===== config.mk =====
export PLATFORM = sky130hd
export DESIGN_NAME = status_range_map
export DESIGN_NICKNAME = d
export VERILOG_FILES = /design/src/logic/status_range_pkg.sv /design/src/logic/status_range_map.sv
export VERILOG_INCLUDE_DIRS = /design/src /design/src/logic
export SDC_FILE = /design/constraint.sdc
export NUM_CORES = 1
export LEC_CHECK = 0
export BUFFER_PORTS_ARGS = -buffer_cell sky130_fd_sc_hd__buf_2
export CAP_MARGIN = 20
export CELL_PAD_IN_SITES_DETAIL_PLACEMENT = 0
export CELL_PAD_IN_SITES_GLOBAL_PLACEMENT = 1
export CORE_AREA = 3 3 226 228
export DETAILED_ROUTE_END_ITERATION = 8
export DIE_AREA = 0 0 229 231
export GPL_TIMING_DRIVEN = 0
export PLACE_DENSITY = 0.88
export SETUP_SLACK_MARGIN = 0.4
export SKIP_CTS_REPAIR_TIMING = 1
export SYNTH_ARGS = -nofsm -noshare
export SYNTH_HDL_FRONTEND = slang
export SYNTH_SLANG_ARGS = --single-unit

===== constraint.sdc =====
create_clock -name clock_i -period 10.2 [get_ports clock_i]
set_clock_uncertainty 0.2 [all_clocks]
set_input_delay 0.51 -clock clock_i [delete_from_list [all_inputs] [get_ports clock_i]]
set_output_delay 0.51 -clock clock_i [all_outputs]
set_load 0.01 [all_outputs]

===== src/logic/status_range_cfg.svh =====
`ifndef STATUS_RANGE_CFG_SVH
`define STATUS_RANGE_CFG_SVH

// modbus function codes
`define FC_READ_COILS      8'h01
`define FC_READ_HOLDING    8'h03
`define FC_WRITE_MULTIPLE  8'h10
// hart command that returns extended device status
`define CMD_EXT_STATUS     8'h30
// quantities per request
`define STATUS_QTY         16'h0010
`define RANGE_QTY          16'h0002
// configured addresses are one above the slave's own address
`define ADDR_OFFSET        16'h0001
// timing
`define CLK_KHZ            100000
`define POLL_TIME_MS       200
`define RSP_TIMEOUT_MS     100
// reset values
`define STATUS_BYTE_RST    8'h00
`define RANGE_RST          32'h0000_0000

`endif


===== src/logic/status_range_pkg.sv =====
package status_range_pkg;

	typedef enum logic [2:0] {
		ST_IDLE      = 3'b000,
		ST_STAT_REQ  = 3'b001,
		ST_STAT_WAIT = 3'b010,
		ST_RNG_REQ   = 3'b011,
		ST_RNG_WAIT  = 3'b100
	} poll_state_t;

	// register storage format of a 32-bit float in two slave registers
	typedef enum logic [1:0] {
		FMT_1032 = 2'b00,
		FMT_3210 = 2'b01,
		FMT_0123 = 2'b10,
		FMT_2301 = 2'b11
	} range_format_t;

endpackage


===== src/logic/status_range_map.sv =====
`timescale 1ns/10ps
`include "status_range_cfg.svh"
// Operation
// - eight device status conditions are one byte, a one bit meaning the condition occurred.
// - a reply to the hart master carries the device status byte as second data byte.
// - the low six bits of extended status byte one flag each variable read, one on fault.
// - extended status bytes two and three hold sixteen status bits from the user slave.
// - status bits one to eight go to byte two and nine to sixteen to byte three, low first.
// - each mapped bit is picked by a selector out of one user status register.
// - the configured status address is one above the real one and is decremented before use.
// - in normal operation the status register is polled periodically with read coils.
// - command 48 from the hart master returns the extended device status.
// - a range origin select chooses local or remote range limits.
// - in remote mode a transfer policy chooses read-and-write or read-only.
// - remote range limits are coded in the slave registers by a configured format.
// - range handling is disabled for a variable not mapped to the primary value.
// - remote read-and-write writes both limits on apply with write multiple registers.
// - remote read-only reads both limits periodically with read holding registers.
module status_range_map
	import status_range_pkg::*;
#(
	parameter int POLL_CYCLES    = `POLL_TIME_MS * `CLK_KHZ,
	parameter int TIMEOUT_CYCLES = `RSP_TIMEOUT_MS * `CLK_KHZ
) (
	input  wire logic        clock_i,
	input  wire logic        rst_i,
	// configuration
	input  wire logic        normal_mode_i,
	input  wire logic [15:0] status_addr_i,
	input  wire logic [79:0] bit_select_i,
	input  wire logic        range_origin_select_i,
	input  wire logic        range_transfer_policy_i,
	input  wire logic [1:0]  range_format_i,
	input  wire logic [2:0]  range_var_i,
	input  wire logic [2:0]  pv_var_i,
	input  wire logic [15:0] upper_addr_i,
	input  wire logic [15:0] lower_addr_i,
	input  wire logic [31:0] upper_local_i,
	input  wire logic [31:0] lower_local_i,
	input  wire logic        apply_i,
	// device state
	input  wire logic [7:0]  device_status_i,
	input  wire logic        chan_update_i,
	input  wire logic [5:0]  chan_fault_i,
	// hart slave side
	input  wire logic        hart_cmd_valid_i,
	input  wire logic [7:0]  hart_cmd_i,
	output logic             hart_rsp_valid_o,
	output logic             hart_rsp_ext_o,
	output logic [7:0]       hart_rsp_status_o,
	output logic [7:0]       ext_status0_o,
	output logic [7:0]       ext_status1_o,
	output logic [7:0]       ext_status2_o,
	// modbus master side
	output logic             mb_req_valid_o,
	input  wire logic        mb_req_ready_i,
	output logic [7:0]       mb_func_o,
	output logic [15:0]      mb_addr_o,
	output logic [15:0]      mb_qty_o,
	output logic [31:0]      mb_wdata_o,
	input  wire logic        mb_rsp_valid_i,
	input  wire logic        mb_rsp_ok_i,
	input  wire logic [31:0] mb_rsp_data_i,
	// range limits in use
	output logic [31:0]      range_upper_o,
	output logic [31:0]      range_lower_o,
	output logic             range_active_o
);

	// counts below two would make the tick and the timeout fire at once
	if (POLL_CYCLES < 2 || TIMEOUT_CYCLES < 2) begin : g_bad_counts
		$error("poll and timeout counts must be at least 2");
	end

	// every format is its own inverse, so one function codes and decodes
	function automatic logic [31:0] reorder(input logic [31:0] v,
	                                        input logic [1:0]  f);
		case (range_format_t'(f))
			FMT_1032: reorder = {v[15:0], v[31:16]};
			FMT_3210: reorder = v;
			FMT_0123: reorder = {v[7:0], v[15:8], v[23:16], v[31:24]};
			FMT_2301: reorder = {v[23:16], v[31:24], v[7:0], v[15:8]};
			default:  reorder = v;
		endcase
	endfunction

	poll_state_t state_ff, nxt_state;
	logic [31:0] poll_cnt_ff, nxt_poll_cnt;
	logic [31:0] wait_cnt_ff, nxt_wait_cnt;
	logic        poll_due_ff, nxt_poll_due;
	logic        wr_pend_ff, nxt_wr_pend;
	logic        rng_lower_ff, nxt_rng_lower;
	logic        rng_write_ff, nxt_rng_write;
	logic [15:0] stat_bits_ff, nxt_stat_bits;
	logic [5:0]  chan_ff, nxt_chan;
	logic [31:0] rem_upper_ff, nxt_rem_upper;
	logic [31:0] rem_lower_ff, nxt_rem_lower;
	logic        req_valid_ff, nxt_req_valid;
	logic [7:0]  func_ff, nxt_func;
	logic [15:0] addr_ff, nxt_addr;
	logic [15:0] qty_ff, nxt_qty;
	logic [31:0] wdata_ff, nxt_wdata;
	logic        hart_vld_ff, nxt_hart_vld;
	logic        hart_ext_ff, nxt_hart_ext;
	logic [7:0]  hart_stat_ff, nxt_hart_stat;
	logic [31:0] upper_ff, nxt_upper;
	logic [31:0] lower_ff, nxt_lower;
	logic        active_ff, nxt_active;

	logic        rng_on;
	logic        remote_rd;
	logic        remote_rw;
	logic [15:0] picked;

	// range work exists only for the variable that feeds the primary value
	assign rng_on    = (range_var_i == pv_var_i);
	assign remote_rd = rng_on & range_origin_select_i
	                 & range_transfer_policy_i;
	assign remote_rw = rng_on & range_origin_select_i
	                 & ~range_transfer_policy_i;

	// selector 0 means unused; 1..16 names a bit of the read register
	always_comb begin
		logic [4:0] sel;
		logic [4:0] idx;
		sel = 5'h00;
		idx = 5'h00;
		picked = 16'h0000;
		for (int i = 0; i < 16; i++) begin
			sel = bit_select_i[i*5 +: 5];
			idx = sel - 5'h01;
			if (sel != 5'h00 && sel <= 5'h10)
				picked[i] = mb_rsp_data_i[idx];
		end
	end

	// poll sequencer: pending range write first, else status read, then range read when it applies
	always_comb begin
		nxt_state     = state_ff;
		nxt_poll_cnt  = poll_cnt_ff;
		nxt_wait_cnt  = wait_cnt_ff;
		nxt_poll_due  = poll_due_ff;
		nxt_wr_pend   = wr_pend_ff;
		nxt_rng_lower = rng_lower_ff;
		nxt_rng_write = rng_write_ff;
		nxt_stat_bits = stat_bits_ff;
		nxt_rem_upper = rem_upper_ff;
		nxt_rem_lower = rem_lower_ff;
		nxt_req_valid = req_valid_ff;
		nxt_func      = func_ff;
		nxt_addr      = addr_ff;
		nxt_qty       = qty_ff;
		nxt_wdata     = wdata_ff;

		// periodic tick only runs in normal operation
		if (!normal_mode_i) begin
			nxt_poll_cnt = 32'h0000_0000;
		end else if (poll_cnt_ff >= 32'(POLL_CYCLES - 1)) begin
			nxt_poll_cnt = 32'h0000_0000;
			nxt_poll_due = 1'b1;
		end else begin
			nxt_poll_cnt = poll_cnt_ff + 32'h0000_0001;
		end

		case (state_ff)
			ST_IDLE: begin
				nxt_wait_cnt = 32'h0000_0000;
				if (normal_mode_i && wr_pend_ff && remote_rw) begin
					nxt_wr_pend   = 1'b0;
					nxt_rng_write = 1'b1;
					nxt_rng_lower = 1'b0;
					nxt_req_valid = 1'b1;
					nxt_func      = `FC_WRITE_MULTIPLE;
					nxt_addr      = upper_addr_i - `ADDR_OFFSET;
					nxt_qty       = `RANGE_QTY;
					nxt_wdata     = reorder(upper_local_i,
					                        range_format_i);
					nxt_state     = ST_RNG_REQ;
				end else if (normal_mode_i && poll_due_ff) begin
					nxt_poll_due  = 1'b0;
					nxt_req_valid = 1'b1;
					nxt_func      = `FC_READ_COILS;
					nxt_addr      = status_addr_i - `ADDR_OFFSET;
					nxt_qty       = `STATUS_QTY;
					nxt_state     = ST_STAT_REQ;
				end
			end
			ST_STAT_REQ: begin
				if (mb_req_ready_i) begin
					nxt_req_valid = 1'b0;
					nxt_state     = ST_STAT_WAIT;
				end
			end
			ST_STAT_WAIT: begin
				nxt_wait_cnt = wait_cnt_ff + 32'h0000_0001;
				if (mb_rsp_valid_i) begin
					// a failed read keeps the old bits
					if (mb_rsp_ok_i)
						nxt_stat_bits = picked;
					if (remote_rd) begin
						nxt_rng_write = 1'b0;
						nxt_rng_lower = 1'b0;
						nxt_req_valid = 1'b1;
						nxt_func      = `FC_READ_HOLDING;
						nxt_addr      = upper_addr_i - `ADDR_OFFSET;
						nxt_qty       = `RANGE_QTY;
						nxt_state     = ST_RNG_REQ;
					end else begin
						nxt_state = ST_IDLE;
					end
				end else if (wait_cnt_ff >= 32'(TIMEOUT_CYCLES - 1)) begin
					nxt_state = ST_IDLE;
				end
			end
			ST_RNG_REQ: begin
				nxt_wait_cnt = 32'h0000_0000;
				if (mb_req_ready_i) begin
					nxt_req_valid = 1'b0;
					nxt_state     = ST_RNG_WAIT;
				end
			end
			ST_RNG_WAIT: begin
				nxt_wait_cnt = wait_cnt_ff + 32'h0000_0001;
				if (mb_rsp_valid_i) begin
					if (!rng_write_ff && mb_rsp_ok_i) begin
						if (rng_lower_ff)
							nxt_rem_lower = reorder(mb_rsp_data_i,
							                        range_format_i);
						else
							nxt_rem_upper = reorder(mb_rsp_data_i,
							                        range_format_i);
					end
					if (rng_lower_ff) begin
						nxt_state = ST_IDLE;
					end else begin
						// upper done, lower follows with the same function
						nxt_rng_lower = 1'b1;
						nxt_req_valid = 1'b1;
						nxt_addr      = lower_addr_i - `ADDR_OFFSET;
						nxt_wdata     = reorder(lower_local_i,
						                        range_format_i);
						nxt_state     = ST_RNG_REQ;
					end
				end else if (wait_cnt_ff >= 32'(TIMEOUT_CYCLES - 1)) begin
					nxt_state = ST_IDLE;
				end
			end
			default: begin
				nxt_state     = ST_IDLE;
				nxt_req_valid = 1'b0;
			end
		endcase

		// apply arriving while the pending flag is taken is not lost
		if (apply_i)
			nxt_wr_pend = 1'b1;
	end

	always_ff @(posedge clock_i or posedge rst_i) begin
		if (rst_i) begin
			state_ff     <= ST_IDLE;
			poll_cnt_ff  <= 32'h0000_0000;
			wait_cnt_ff  <= 32'h0000_0000;
			poll_due_ff  <= 1'b0;
			wr_pend_ff   <= 1'b0;
			rng_lower_ff <= 1'b0;
			rng_write_ff <= 1'b0;
			stat_bits_ff <= 16'h0000;
			rem_upper_ff <= `RANGE_RST;
			rem_lower_ff <= `RANGE_RST;
			req_valid_ff <= 1'b0;
			func_ff      <= 8'h00;
			addr_ff      <= 16'h0000;
			qty_ff       <= 16'h0000;
			wdata_ff     <= 32'h0000_0000;
		end else begin
			state_ff     <= nxt_state;
			poll_cnt_ff  <= nxt_poll_cnt;
			wait_cnt_ff  <= nxt_wait_cnt;
			poll_due_ff  <= nxt_poll_due;
			wr_pend_ff   <= nxt_wr_pend;
			rng_lower_ff <= nxt_rng_lower;
			rng_write_ff <= nxt_rng_write;
			stat_bits_ff <= nxt_stat_bits;
			rem_upper_ff <= nxt_rem_upper;
			rem_lower_ff <= nxt_rem_lower;
			req_valid_ff <= nxt_req_valid;
			func_ff      <= nxt_func;
			addr_ff      <= nxt_addr;
			qty_ff       <= nxt_qty;
			wdata_ff     <= nxt_wdata;
		end
	end

	// hart answer, channel flags and range limits in use
	always_comb begin
		nxt_chan      = chan_update_i ? chan_fault_i : chan_ff;
		nxt_hart_vld  = hart_cmd_valid_i;
		nxt_hart_ext  = hart_cmd_valid_i
		              && (hart_cmd_i == `CMD_EXT_STATUS);
		nxt_hart_stat = hart_cmd_valid_i ? device_status_i
		                                 : hart_stat_ff;
		nxt_active    = rng_on;
		// remote read-only takes the polled limits, other active cases the local ones; inactive range holds the last limits
		if (remote_rd) begin
			nxt_upper = rem_upper_ff;
			nxt_lower = rem_lower_ff;
		end else if (rng_on) begin
			nxt_upper = upper_local_i;
			nxt_lower = lower_local_i;
		end else begin
			nxt_upper = upper_ff;
			nxt_lower = lower_ff;
		end
	end

	always_ff @(posedge clock_i or posedge rst_i) begin
		if (rst_i) begin
			chan_ff      <= 6'h00;
			hart_vld_ff  <= 1'b0;
			hart_ext_ff  <= 1'b0;
			hart_stat_ff <= `STATUS_BYTE_RST;
			upper_ff     <= `RANGE_RST;
			lower_ff     <= `RANGE_RST;
			active_ff    <= 1'b0;
		end else begin
			chan_ff      <= nxt_chan;
			hart_vld_ff  <= nxt_hart_vld;
			hart_ext_ff  <= nxt_hart_ext;
			hart_stat_ff <= nxt_hart_stat;
			upper_ff     <= nxt_upper;
			lower_ff     <= nxt_lower;
			active_ff    <= nxt_active;
		end
	end

	assign hart_rsp_valid_o  = hart_vld_ff;
	assign hart_rsp_ext_o    = hart_ext_ff;
	assign hart_rsp_status_o = hart_stat_ff;
	assign ext_status0_o     = {2'b00, chan_ff};
	assign ext_status1_o     = stat_bits_ff[7:0];
	assign ext_status2_o     = stat_bits_ff[15:8];
	assign mb_req_valid_o    = req_valid_ff;
	assign mb_func_o         = func_ff;
	assign mb_addr_o         = addr_ff;
	assign mb_qty_o          = qty_ff;
	assign mb_wdata_o        = wdata_ff;
	assign range_upper_o     = upper_ff;
	assign range_lower_o     = lower_ff;
	assign range_active_o    = active_ff;

endmodule


# == After elaboration in Yosys (flattened, before gate mapping) ==
# Cells that the tools add are included.
# W data, S select, Z words.
# classes
addsub,21
order_cmp,34
n_eq_ne,18
mux,111
bitwise,5
reduce_logical,61
# op_table
cell,n
$pmux W32 S4,3
$mux W32,9
$mux W16,10
$pmux W32 S2,2
$lt A5 B6 Y1 const B,16
$bmux W1 S5,16
$le A5 B5 Y1 const B,16
$reduce_bool A5 Y1,16
$sub A5 B1 Y5 const B,16
$add A32 B1 Y32 const B,2
$mux W1,51
$pmux W16 S3,1
$sub A16 B1 Y16 const B,3
$ge A32 B24 Y1 const B,1
$ge A32 B25 Y1 const B,1
$mux W8,4
$pmux W16 S2,1
$logic_and A1 B1 Y1,21
$mux W3,7
$reduce_and A4 Y1,5
$pmux W8 S2,1
$pmux W3 S5,1
$ne A2 B2 Y1 const B,7
$reduce_and A6 Y1,2
24 further kinds,38
# totals
regBits,305
input_bits,265

# == Depth between registers and ports, before layout ==
# depth
ltp_word,7
ltp_mapped,10
mapped_depth_nobuf,8

# == Worst setup path before layout ==
# OpenSTA, ideal clock, no wires.
# synth_path
path_type,input-to-reg
start,input port bit_select_i[50]
end,register stat_bits_ff[10]
arrival_time_ns,2.839
required_ns,9.864
setup_slack_ns,7.024
stages,8
n_path_buf,2
path_cell_list,clkbuf_1 > inv_1 > ha_1 > clkbuf_1 > mux4_2 > mux4_2 > a22oi_1 > o21ai_0
# synth_between
elab_chain_len,4
elab_cells_between_ends,7
classes_between,add/sub (1); order compare (1); mux (3); reduce/logical (2)
# synth_rtl
element,line_no,text
start: declaration,status_range_map.sv:30,"input wire logic [79:0] bit_select_i,"
$sub A5 B1 Y5,status_range_map.sv:131,idx = sel - 5'h01;
$bmux W1 S5,status_range_map.sv:133,picked[i] = mb_rsp_data_i[idx];
$mux W1 (not written as such),status_range_map.sv:133,
$mux W1 (*),status_range_map.sv:132,if (sel != 5'h00 && sel <= 5'h10)
end signal: assignment,status_range_map.sv:284,stat_bits_ff <= nxt_stat_bits;
end: declaration,status_range_map.sv:94,"logic [15:0] stat_bits_ff, nxt_stat_bits;"
# Every way passes the cells marked *; elsewhere a longest branch is shown, timed or not. The select of a mux whose other input is x is not followed.
# A chain may end at the register's enable or synchronous reset.

# == Final worst setup path ==
# layout_path
start,input port bit_select_i[25]
end,register stat_bits_ff[5]
# The elaborated chain is that of the path after synthesis.

==> metrics.md <==
| Metric | Value |
|---|---|
| Run status | finished, final reports clean |
| Post-synthesis to final-layout area growth | 19.2% |
| Die Width | 229 um |
| Total wire length | between 80000 and 90000 um |
| Async set or reset register ratio after synthesis | between 90% and 100% |
| Worst path most repeated cell | mux4_2 |
| Max-slew violation total from the final report | 0 |
| Number of synthesized flops with an enable pin | 0 |
| Total via count in the routed design | 19500 |
| Number of standard-cell rows in the floorplan | 81 |
| CP Class | in2reg |
| Instance count after placement with tap cells included | about 3100 |
| Total number of H-tree levels | 2 |
| Dominant delay contributor by cell family on the critical path | multiplexers |
| Unrepaired setup endpoints after global routing | false |
| Cell variety after synth | 74 |
| Post-CTS clock slew at the launch and capture registers of the worst setup and hold paths | roughly 0.06 ns |
| Fraction of synthesized cell area taken by the top area cell type | 33.2% |
| 1st-pass router iterations | 6 |
| Initial antenna violation count | 5 |
| Number of failing hold endpoints at the final stage | 0 |
| Root Buffer | clkbuf_16 |
| Wire per inst | ~25 um |
| Cell count after synthesis | roughly 2000 |
| Slowest cell on the critical path | mux4_2 |
| Fill cell instance count of the final layout | 4518 |
| CP required | about 10 ns |
| Library cell occupying the most area in the post-synthesis netlist | dfrtp_1 |
| Global routing usage summed across all routing layers | 29.4% |
| Total power per unit cell area | 174 nW/um^2 |
| Final std cells w/o fill | 3186 |
| Post-layout utilization of the core | 52.4% |
| Worst-case vdd ir drop | 0.0929 mV |
| Highest achievable clock rate | 0.325 GHz |
| Area occupied by registers | a little over 7000 um^2 |
| Wire length of the first global-routing pass | 118000 um |
| Min Clock Period, post-route | 3.07 ns |
| Sum of buffers and inverters on the critical path | 3 |
| Iteration-0 DRC Markers | approximately 2100 |
| Class of the most critical hold timing path | in2reg |
| Largest stage delay on the critical path | 0.61 ns |
| Overall die area | 52900 um^2 |
| Largest net degree at the start of global routing | 121 |
| Max-capacitance violation count | 0 |
| Remaining design rule violation count | 0 |
| Final Cycle Share | 30.1% |
| Ordered cell list for the critical path | clkbuf_1 > inv_1 > ha_1 > buf_2 > mux4_2 > mux4_2 > mux2_2 > nand4_1 > a31oi_1 |
| Fraction of final layout cells sized beyond drive strength 1 | 34.4% |
| Placeable core region | around 50000 um^2 |
| Final net count | 2798 |
| GPL Wtd Cong | 0.980 |
| Data arrival at the endpoint of the critical path | roughly 3.3 ns |
| DPL Wire Length | 61800 um |
| Insertion delay of the later-clocked pin in the worst-skew pair | between 0.5 and 0.6 ns |
| IO Port Bufs | between 300 and 400 |
| Pin slew with the least headroom to its limit | about 1.1 ns |
| Area of the multi-input gates | around 13000 um^2 |
| Via density per instance | 6.11 |
| Num CTS Buffers | 34 |
| TritonCTS clock tree | built |
| Max clock buf depth | 3 |
| Crit-path max FO | 10 |
| Critical Path Source Type | input pin |
| Post-synthesis average cell area | 10.6 um^2 |
| Overflow left after global routing | 0 |
| Vias in the first global route | 19200 |
| Worst Hold Margin | 0.00768 ns |
| Static Leakage | 0.0112 uW |
| CTS Sinks | 286 |
| Relative max-transition margin | between 20% and 30% |
| DRT antenna net count | 0 |
| Total Negative Setup Slacks | 0 ns |
| Primary FF master, synth | dfrtp_1 |
| Critical path capture point type | flop |
| Post-synthesis sequential area ratio | approximately a third |
| Cells taking the most area after synthesis | dfrtp_1 33%, mux4_2 21%, mux2_2 5.3% |
| Final setup viols | 0 |
| Number of register bits inferred by synthesis | ~290 |
| Yosys Warn Count | 0 |
| Top-level port count | roughly 440 |
| Vertical extent of the die | 231 um |
| Starting density of the core | 44.0% |
| Summed instance area of the synthesized netlist | 21600 um^2 |
path summary, 6_finish.rpt:
kind / cells after the start / start / slack (ns) / endpoint
worst max-delay path: 9 / bit_select_i[25] / 7.13 / stat_bits_ff[5]
worst min-delay path: 2 / device_status_i[4] / 0.008 / hart_rsp_status_o[4]
worst max register to register: 8 / wr_pend_ff / 7.19 / mb_wdata_o[19]
worst min register to register: 1 / wr_pend_ff / 0.28 / wr_pend_ff
max in group asynchronous: 4 / rst_i / 8.47 / mb_wdata_o[18]
min in group asynchronous: 3 / rst_i / 0.33 / poll_cnt_ff[29]
flip-flops by register name, indices dropped and copies added (netlist names), 6 cells and up:
| name | count |
|---|---|
| rem_lower_ff | 32 |
| wait_cnt_ff | 32 |
| stat_bits_ff | 16 |
| chan_ff | 6 |
| mb_wdata_o | 32 |
| poll_cnt_ff | 32 |
| rem_upper_ff | 32 |
| range_upper_o | 32 |
| range_lower_o | 32 |
| mb_addr_o | 16 |
| hart_rsp_status_o | 8 |
cells by family after synthesis:
family | count (synthesis) | synth area share, %
compound gates | 333 | 10.0
xor+xnor | 134 | 5.44
fa+ha+maj | 37 | 2.15
buf+inv | 261 | 5.29
flops | 286 | 33.2
mux | 404 | 30.8
other cells | 1 | 0.0174
simple gates | 577 | 13.1
cell type report:
class / count / area share (%)
clock inverter: 12 / 0.477
timing repair buffer: 400 / 8.17
clock buffer: 49 / 3.77
tap: 664 / 3.23
sequential: 286 / 27.8
antenna: 1 / 0.00974
inverter: 50 / 0.759
multi-input combinational: 1513 / 52.0
buffer: 211 / 3.71
synth_stat cells (4+ instances only):
| cell | count |
|---|---|
| o21ai_0 | 103 |
| nor3_1 | 59 |
| xnor2_1 | 56 |
| ha_1 | 37 |
| a31oi_1 | 19 |
| nand2_1 | 183 |
| a31o_2 | 13 |
| buf_1 | 10 |
| buf_2 | 63 |
| a2111oi_0 | 11 |
| and3_1 | 10 |
| or4_4 | 4 |
| clkbuf_1 | 116 |
| mux2i_1 | 104 |
| o21a_1 | 11 |
| mux4_2 | 198 |
| nand3_1 | 31 |
| nand2b_1 | 14 |
| a22oi_1 | 23 |
| buf_4 | 22 |
| a21oi_1 | 55 |
| a222oi_1 | 8 |
| nor2b_1 | 13 |
| o211ai_1 | 20 |
| mux2_2 | 102 |
| o31ai_1 | 7 |
| nor3b_1 | 14 |
| or3_1 | 8 |
| inv_1 | 49 |
| o22ai_1 | 9 |
| nor2_1 | 170 |
| nand4_1 | 13 |
| a211oi_1 | 10 |
| xor2_1 | 78 |
| dfrtp_1 | 286 |
| a21o_1 | 8 |
| a22o_1 | 13 |
| nor4_1 | 18 |
report_power, final:
group	leakage (uW)	total [uW]	switching, uW	internal [uW]
registers	0.00369	1640	216	1430
clock network	0.000537	1200	509	694
logic	0.00702	1630	936	693
total	0.0112	4470	1660	2810
metal layers:
layer  up-vias  wire [um]  track usage, %
li1       8436          -               -
met1      9616      30300            37.2
met2      1222      39100            50.3
met4         6       2960            9.51
met5         -         53               0
met3       199       7730            6.35
through the flow:
step	setup slack (ns)	power [uW]	cell area (um^2)
6_report	7.13	4470	25700
5_1_grt	6.88	4700	25700
4_1_cts	7.13	4490	25600
3_5_place_dp	6.52	3270	24500
3_3_place_gp	-1.58	3230	24400
2_1_floorplan	1.60	2560	21700
cell usage in the layout, fill, tap and decap left out, drive strengths merged, types with 11 or more instances in the layout:
master / count
mux4: 198
clkbuf: 165
o21ai: 103
dfrtp: 286
ha: 37
o211ai: 20
a31oi: 19
conb: 28
nor3: 59
nand2: 183
a21oi: 55
xor2: 78
nor2: 170
mux2i: 104
buf: 485
nand2b: 14
nor4: 22
nand4: 14
inv: 53
nand3: 32
a22o: 13
nor2b: 13
xnor2: 56
a2111oi: 11
mux2: 102
o21a: 11
a31o: 13
a22oi: 23
nor3b: 14
(Power assumes the default switching activity.)
